[config.mk]
export PLATFORM = sky130hd
export DESIGN_NAME = ipas_pin_select
export DESIGN_NICKNAME = d
export VERILOG_FILES = /design/src/ipas_pkg.sv /design/src/ipas_pin_select.sv /design/src/ipas_sel_reg.sv
export VERILOG_INCLUDE_DIRS = /design/src
export SDC_FILE = /design/constraint.sdc
export NUM_CORES = 1
export LEC_CHECK = 0
export BUFFER_PORTS_ARGS = -buffer_cell sky130_fd_sc_hd__buf_2
export CORE_MARGIN = 2
export CORE_UTILIZATION = 30
export CTS_BUF_LIST = sky130_fd_sc_hd__clkbuf_8
export DETAILED_ROUTE_END_ITERATION = 8
export PLACE_DENSITY = 0.56
export SKIP_CTS_REPAIR_TIMING = 1
export SYNTH_ARGS = -nofsm -noshare
export SYNTH_HDL_FRONTEND = slang
export SYNTH_SLANG_ARGS = --single-unit
[constraint.sdc]
create_clock -name mclk -period 2.3 [get_ports mclk]
set_input_delay 0.23 -clock mclk [delete_from_list [all_inputs] [get_ports mclk]]
set_output_delay 0.23 -clock mclk [all_outputs]
set_load 0.01 [all_outputs]
[src/ipas_params.svh]
// Constants for the analog pin function select block: command field codes and reset values.
// Assumes it is included by bare name wherever the block's codes are needed.
`ifndef IPAS_PARAMS_SVH
`define IPAS_PARAMS_SVH

// =============================================================
// Command word fields
`define IPAS_CMD_WIDTH       16
`define IPAS_MSB_WRITE       1'b0
`define IPAS_ADDR_AIN        4'h4
`define IPAS_ADDR_AOUT       4'h5
`define IPAS_RSVD_VALUE      3'h0

// =============================================================
// Reset values and pin count
`define IPAS_SEL_RESET       8'h00
`define IPAS_PIN_COUNT       8

`endif

[src/ipas_pkg.sv]
// Types for the analog pin function select block.
// Assumes ipas_params.svh supplies the widths used here.
`include "ipas_params.svh"

package ipas_pkg;

  // =============================================================
  // Command word as written by the host controller, bit 15 first
  typedef struct packed {
    logic       msb;
    logic [3:0] addr;
    logic [2:0] rsvd;
    logic [7:0] sel;
  } ipas_cmd_t;

  // =============================================================
  // Per-pin function claims handed to the pad and converter logic
  typedef struct packed {
    logic [`IPAS_PIN_COUNT-1:0] conv_in;
    logic [`IPAS_PIN_COUNT-1:0] dac_drive;
    logic [`IPAS_PIN_COUNT-1:0] free;
  } ipas_pin_cfg_t;

endpackage

[src/ipas_pin_select.sv]
// Analog-input and analog-output pin select registers, written by 16-bit command words.
// Assumes the serial front end delivers each whole word as a one-cycle strobe on mclk,
// and that the lock level comes from the general control register on the same clock.
`timescale 1ns/10ps
`default_nettype none
`include "ipas_params.svh"

// Notes on behaviour
// - Word with bit 15 zero and address 0b0100 writes the analog-input select register.
// - Word with bit 15 zero and address 0b0101 writes the analog-output select register.
// - Analog-input bit n controls pin n; all bits reset to zero.
// - Analog-input bit at one makes pin n a converter input channel.
// - Analog-output bit n controls pin n; all bits reset to zero.
// - Analog-output bit at one drives pin n from its output converter.
// - Pin with both bits zero is not claimed; other registers decide it.
// - While lock is high, writes to either select register are ignored.
module ipas_pin_select #(
  parameter int unsigned           PINS = `IPAS_PIN_COUNT
) (
  input  wire logic                mclk,
  input  wire logic                rst,
  input  wire logic                cmd_valid,
  input  wire ipas_pkg::ipas_cmd_t cmd,
  input  wire logic                cfg_lock,
  output ipas_pkg::ipas_pin_cfg_t  pin_cfg,
  output logic      [PINS-1:0]     analog_in_sel,
  output logic      [PINS-1:0]     analog_out_sel,
  output logic                     write_done,
  output logic                     write_refused
);

  // =============================================================
  // Command decode
  logic            is_write;
  logic            hit_ain;
  logic            hit_aout;
  logic            load_ain;
  logic            load_aout;
  logic [PINS-1:0] next_ain;
  logic [PINS-1:0] next_aout;

  // Reserved bits are not checked: a host slip there must not lose the pin setting.
  always_comb begin
    is_write = cmd_valid && (cmd.msb == `IPAS_MSB_WRITE);
    hit_ain  = is_write && (cmd.addr == `IPAS_ADDR_AIN);
    hit_aout = is_write && (cmd.addr == `IPAS_ADDR_AOUT);
  end

  // Other addresses fall through with both loads low
  always_comb begin
    load_ain  = hit_ain && !cfg_lock;
    load_aout = hit_aout && !cfg_lock;
  end

  always_comb begin
    next_ain  = load_ain  ? cmd.sel[PINS-1:0] : analog_in_sel;
    next_aout = load_aout ? cmd.sel[PINS-1:0] : analog_out_sel;
  end

  // =============================================================
  // Select registers
  ipas_sel_reg #(
    .W     (PINS),
    .RESET (PINS'(`IPAS_SEL_RESET))
  ) u_ain_reg (
    .mclk  (mclk),
    .rst   (rst),
    .load  (load_ain),
    .d     (cmd.sel[PINS-1:0]),
    .q     (analog_in_sel)
  );

  ipas_sel_reg #(
    .W     (PINS),
    .RESET (PINS'(`IPAS_SEL_RESET))
  ) u_aout_reg (
    .mclk  (mclk),
    .rst   (rst),
    .load  (load_aout),
    .d     (cmd.sel[PINS-1:0]),
    .q     (analog_out_sel)
  );

  // =============================================================
  // Pin claims
  // Registered from the next values so they change on the same edge as the selects.
  // Both bits set on one pin is passed through as is; the pad logic arbitrates.
  always_ff @(posedge mclk or posedge rst) begin
    if (rst) begin
      pin_cfg.conv_in   <= PINS'(`IPAS_SEL_RESET);
      pin_cfg.dac_drive <= PINS'(`IPAS_SEL_RESET);
      pin_cfg.free      <= ~PINS'(`IPAS_SEL_RESET);
    end else begin
      pin_cfg.conv_in   <= next_ain;
      pin_cfg.dac_drive <= next_aout;
      pin_cfg.free      <= ~(next_ain | next_aout);
    end
  end

  // =============================================================
  // Write status pulses
  always_ff @(posedge mclk or posedge rst) begin
    if (rst) begin
      write_done <= 1'b0;
    end else begin
      write_done <= load_ain || load_aout;
    end
  end

  always_ff @(posedge mclk or posedge rst) begin
    if (rst) begin
      write_refused <= 1'b0;
    end else begin
      write_refused <= (hit_ain || hit_aout) && cfg_lock;
    end
  end
endmodule // ipas_pin_select

`default_nettype wire

[src/ipas_sel_reg.sv]
// One per-pin select register with load and asynchronous reset.
// Assumes the load strobe and data come from logic on the same clock.
`timescale 1ns/10ps
`default_nettype none

module ipas_sel_reg #(
  parameter int unsigned           W     = 8,
  parameter logic [W-1:0]          RESET = '0
) (
  input  wire logic                mclk,
  input  wire logic                rst,
  input  wire logic                load,
  input  wire logic [W-1:0]        d,
  output logic      [W-1:0]        q
);

  // =============================================================
  // Storage
  always_ff @(posedge mclk or posedge rst) begin
    if (rst) begin
      q <= RESET;
    end else if (load) begin
      q <= d;
    end
  end

endmodule // ipas_sel_reg

`default_nettype wire
==> results of run 1 <==
==> layer usage <==
layer,routed length [um],share of wire (%)
met1,1080,41
met2,1378,53
met3,150,5.7
met4,0,0
met5,0,0
==> power breakdown <==
part	switching, mW	leakage (nW)	internal [mW]	total (mW)
clock	0.138	0.0288	0.153	0.291
combinational	0.149	0.501	0.153	0.302
sequential	0.0491	0.325	0.547	0.596
==> final cells by class <==
| cell class | instances | area, um2 | area share [%] |
|---|---|---|---|
| timing repair buffer | 59 | 297.8 | 18.77 |
| multi-input combinational | 54 | 503.0 | 31.70 |
| inverter | 2 | 7.507 | 0.4732 |
| sequential | 26 | 660.6 | 41.64 |
| clock buffer | 4 | 55.05 | 3.470 |
| tap | 50 | 62.56 | 3.943 |
==> registers in the layout, indices dropped and copies added (netlist names) <==
signal and flops:
pin_cfg 16, u_ain_reg.q 8, write_done 1, write_refused 1
==> layout by cell type, fill, tap and decap left out, types with 2 or more instances in the layout <==
| master | instances |
|---|---|
| buf_2 | 58 |
| mux2_2 | 24 |
| dfrtp_1 | 18 |
| dfstp_2 | 8 |
| nor2_1 | 8 |
| inv_1 | 2 |
| and2b_1 | 2 |
| a211oi_1 | 8 |
| clkbuf_8 | 4 |
| nor2b_1 | 6 |
==> worst min path at each step <==
stage | to | slack, ns | depth (start not counted)
2_1_floorplan | pin_cfg[10]$_DFF_PP0_ | 0.26 | 1
3_3_place_gp | write_refused$_DFF_PP0_ | 0.30 | 3
3_5_place_dp | write_refused$_DFF_PP0_ | 0.30 | 3
4_1_cts | u_ain_reg.q[6]$_DFF_PP0_ | 0.004 | 3
5_1_grt | pin_cfg[10]$_DFF_PP0_ | 0.02 | 3
6_report | write_refused$_DFF_PP0_ | 0.003 | 3
==> cells by family after synthesis <==
| family | count (synthesis) |
|---|---|
| AO/OA/AOI/OAI | 8 |
| buffers and inverters | 19 |
| flip-flops | 26 |
| multiplexers | 24 |
| AND/OR/NAND/NOR | 22 |
==> worst register-to-register path: cells and delay by family (launching register included) <==
family	cells	cell delay (ns)
and+or+nand+nor	1	0.14
DFF	1	0.42
AOI/OAI and AO/OA	1	0.24
muxes	1	0.19
==> out/metrics.yaml, run 1 <==
status: "finished clean"
leakage_nw: 0.8543
synth.avg_cell_area_um2: 13.12
postRouteAntennaNets: 0
ys_seq_area_share_pct: 50.87
synth-simple-area-share_pct: 13.29
cts_tree: "yes"
synth_edf_count: 0
htree_levels: 1
crit_chain: "buf_2"
hpwl_um: 1913
synthFlopType: "dfrtp_1"
slowest_stage: "dfstp_2"
initial_utilization_pct: 31.78
max_freq_mhz: 874.5
fin_cells: 195
route.vias.total: 883
max-vdd-ir-drop_v: 0.0003890
drt_iter0_drc: 21
postSynthCellCount: 99
synth_top_cell_area_share_pct: 34.68
synth_top_family_by_area: "multiplexers"
synth.most_common_cell: "mux2_2"
core_region_area_um2: 4086
antenna_cells: 0
fin_worst_skew_ns: 0.004935
ys_warn_count: 0
totalPowerFinal_mw: 1.190
tns_ns: 0
r2r-end: "pin_cfg[2]$_DFF_PP1_"
slew_viol_final: 0
grtUsageTotal_pct: 10.76
ys_seq_elements: 26
die_area_um2: 4871
crit_arrival_ns: 0.91
antenna_found_initial: 0
ys_top_cells_by_count: "mux2_2, dfrtp_1, buf_4"
wl_per_cell_um: 13.38
dpl_cell_area_um2: 1531
async_reset_ff_share_pct: 100.0
finalHoldViolations: 0
end_kind: "output pin"
drcViolationCount: 0
r2r_start: "pin_cfg[10]$_DFF_PP0_"
pwr_density_cell_nw_per_um2: 749.8
holdCritPathClass: "in -> async"
relSlewSlack_pct: 75.10
hold_ws_ns: 0.003235
synth_compound_area_share_pct: 4.624
yosys-top-cells-area: "dfrtp_1, mux2_2, dfstp_2, buf_4, a211oi_1"
fp-row-count: 23
nets: 166
crit_family: "flip-flops"
nFillCells: 409
die_w_um: 69.80
yosys.area.top_type: "dfrtp_1"
grt_max_degree: 27
gr-max-usage-layer: "met2"
first_global_vias: 841
cts_buffers: 3
critical_path_class: "reg -> out"
max_stage_delay_ns: 0.53
start_kind: "flop"
grt_setup_unrepaired: "false"
grt_first_pass_wirelength_um: 4229
cp_num_buf_inv: 1
r2r_setup_slack_ns: 1.25
fin_util_pct: 38.82
setup_violations: 0
grt.met2_usage_pct: 19.79
period_minus_slack_ns: 1.144
clock_path_buffers: 2
grt_remaining_overflow: 0
io_pins: 62
port-buffer-count: 58
syn_nets: 119
worst_slack_ns: 1.156
worstPathRequired_ns: 2.07
synthToLayoutAreaGrowth_pct: 22.16
final_cell_area_um2: 1587
dpl_worst_slack_ns: 0.9491
synth_area_um2: 1299
yosys.cell_types.count: 15
muxShareOfSynthArea_pct: 20.81
period_share_pct: 49.72
die_h_um: 69.80
routed_wl_um: 2609
insertion_delay_ns: 0.27
dr.pass1.iters: 2
maxCapViolations: 0
clk_pin_slew_ns: 0.09
dpl.cell_count: 191
worst_slew_pin_slew_ns: 0.3736
synth_adder_area_share_pct: 0
synth-xor-area-share_pct: 0
worstSetupPathDepth: 1
critPathCapture: "pin_cfg[4]"
globalplace.congestion: 0.6849
cts-root-buf: "clkbuf_8"
cts_num_sinks: 26
avgViaCountPerCell: 4.528
drive_gt1_share_pct: 69.66
met3_usage_pct: 3.924
r2r_cells: 3
crit_path_max_fanout: 1
met1_usage_pct: 12.17
crit_start: "pin_cfg[4]$_DFF_PP1_"
(Power assumes the default switching activity.)
==> run 2: changes to the inputs <==
--- a/config.mk
+++ b/config.mk
@@ -11,7 +11,7 @@
 export CORE_UTILIZATION = 30
 export CTS_BUF_LIST = sky130_fd_sc_hd__clkbuf_8
 export DETAILED_ROUTE_END_ITERATION = 8
-export PLACE_DENSITY = 0.56
+export PLACE_DENSITY = 0.58
 export SKIP_CTS_REPAIR_TIMING = 1
 export SYNTH_ARGS = -nofsm -noshare
 export SYNTH_HDL_FRONTEND = slang
==> constraint.sdc (replaced) <==
create_clock -name mclk -period 1.05 [get_ports mclk]
set_input_delay 0.105 -clock mclk [delete_from_list [all_inputs] [get_ports mclk]]
set_output_delay 0.105 -clock mclk [all_outputs]
set_load 0.01 [all_outputs]
==> run 2 against run 1 <==
Effect of this change: worst hold slack gained 0.087 ns; die area is the same; sequential power grew 120%; global-route usage grew 1.3 points; total power grew 140%; worst setup slack lost 1.1 ns; flip-flop and latch count is the same; largest power group unchanged.
==> out/metrics.yaml, run 2 (same netlist as run 1, synthesis figures left out) <==
fp-row-count: 23
crit_path_max_fanout: 4
status: "finished clean"
grtUsageTotal_pct: 12.07
avgViaCountPerCell: 4.576
antenna_cells: 0
nets: 176
nFillCells: 377
drt_iter0_drc: 27
cts-root-buf: "clkbuf_8"
p_sw_share_pct: 28.22
die_area_um2: 4871
largest_reg_flops: 16
grt_setup_unrepaired: "true"
period_minus_slack_ns: 1.024
grt_remaining_overflow: 0
first_global_vias: 976
maxCapViolations: 0
die_w_um: 69.80
cts_tree: "yes"
holdCritPathClass: "in -> reg"
die_h_um: 69.80
hold_ws_ns: 0.09046
synthToLayoutAreaGrowth_pct: 36.99
power_frac_seq_pct: 46.2
leakage_nw: 0.9504
globalplace.congestion: 0.7584
critical_path_class: "reg -> out"
routed_wl_um: 2939
finalHoldViolations: 0
cts_buffers: 3
pwr-share-clk_pct: 22.9
postRouteAntennaNets: 0
slew_viol_final: 0
fin_worst_skew_ns: 0.0008443
clk_pin_slew_ns: 0.09
htree_levels: 1
worst_slew_pin_slew_ns: 0.2652
wl_per_cell_um: 14.34
period_share_pct: 97.54
drive_gt1_share_pct: 72.26
p_switching_uw: 800.7
reg_top3: "pin_cfg (16), u_ain_reg.q (8)"
initial_utilization_pct: 31.78
clock_path_buffers: 2
pwr_density_cell_nw_per_um2: 1595
start_kind: "flop"
internal_power_mw: 2.037
drcViolationCount: 0
relSlewSlack_pct: 82.26
crit_arrival_ns: 0.92
end_kind: "output pin"
grt_first_pass_wirelength_um: 4671
setup_violations: 0
antenna_found_initial: 0
worstPathRequired_ns: 0.94
layout_common_cells: "buf_2, mux2_2, dfrtp_1"
cts_num_sinks: 26
regMostFlops: "pin_cfg"
max_freq_mhz: 976.4
totalPowerFinal_mw: 2.838
max-vdd-ir-drop_v: 0.0006225
port-buffer-count: 58
final_common_cell: "buf_2"
p_comb_share_pct: 30.9
grt_max_degree: 15
insertion_delay_ns: 0.27
dr.pass1.iters: 4
core_region_area_um2: 4086
hpwl_um: 2099
route.vias.total: 938
io_pins: 62
## run 2: changes by cell type in the layout (fill, tap and decap cells not counted), sizes merged
cell / delta
buf: +9
dlygate4sd3: +1
## run 2: per-stage QoR
step                util [%]  area [um2]  cells  setup WS [ns]  TNS [ns]
detailed placement     38.76        1584    198        -0.1541    -3.275
global placement       38.76        1584    198        -0.1351    -2.810
CTS                    40.11        1639    202       -0.01243  -0.05211
finish                 43.54        1779    205        0.02579         0
global route           43.54        1779    205       -0.01293  -0.05042
floorplan                  -        1299     99        0.04875         0
## run 2: critical path: stages, from the launching register on
cell	delay, ns
dfrtp_1	0.40
buf_6	0.13
buf_6	0.11
## run 2: path summary, 6_finish.rpt
kind	startpoint	to	slack, ns	cells after the start
hold reg to reg	pin_cfg[10]$_DFF_PP0_	pin_cfg[10]$_DFF_PP0_	0.59	1
min in group asynchronous	rst	pin_cfg[11]$_DFF_PP0_	0.38	4
hold / removal	cmd[7]	u_ain_reg.q[7]$_DFF_PP0_	0.09	2
setup reg to reg	pin_cfg[13]$_DFF_PP0_	pin_cfg[13]$_DFF_PP0_	0.03	3
max in group asynchronous	rst	pin_cfg[5]$_DFF_PP1_	0.43	4
setup / recovery	pin_cfg[11]$_DFF_PP0_	analog_out_sel[3]	0.03	2
## run 2: layout make-up
| cell class | count | area [um2] | share of cell area [%] |
|---|---|---|---|
| multi-input cells | 54 | 528.0 | 29.68 |
| clock buffers | 4 | 55.05 | 3.094 |
| repair buffers | 69 | 465.4 | 26.16 |
| flip-flops and latches | 26 | 660.6 | 37.13 |
| inverters | 2 | 7.507 | 0.4219 |
| well taps | 50 | 62.56 | 3.516 |
## run 2: power groups by stage
stage / logic, mW / clock network [mW] / registers, mW
floorplan: 0.393 / 0 / 1.40
global placement: 0.720 / 0 / 1.31
detailed placement: 0.732 / 0 / 1.32
CTS: 0.735 / 0.690 / 1.30
global route: 0.938 / 0.729 / 1.34
finish: 0.875 / 0.651 / 1.31
## run 2: routing by layer
metal	wire [um]	track usage, %	vias up
met4	76	5.556	0
met3	163	2.762	8
met5	0	0	-
met1	1202	13.75	455
li1	-	-	437
met2	1497	21.27	38
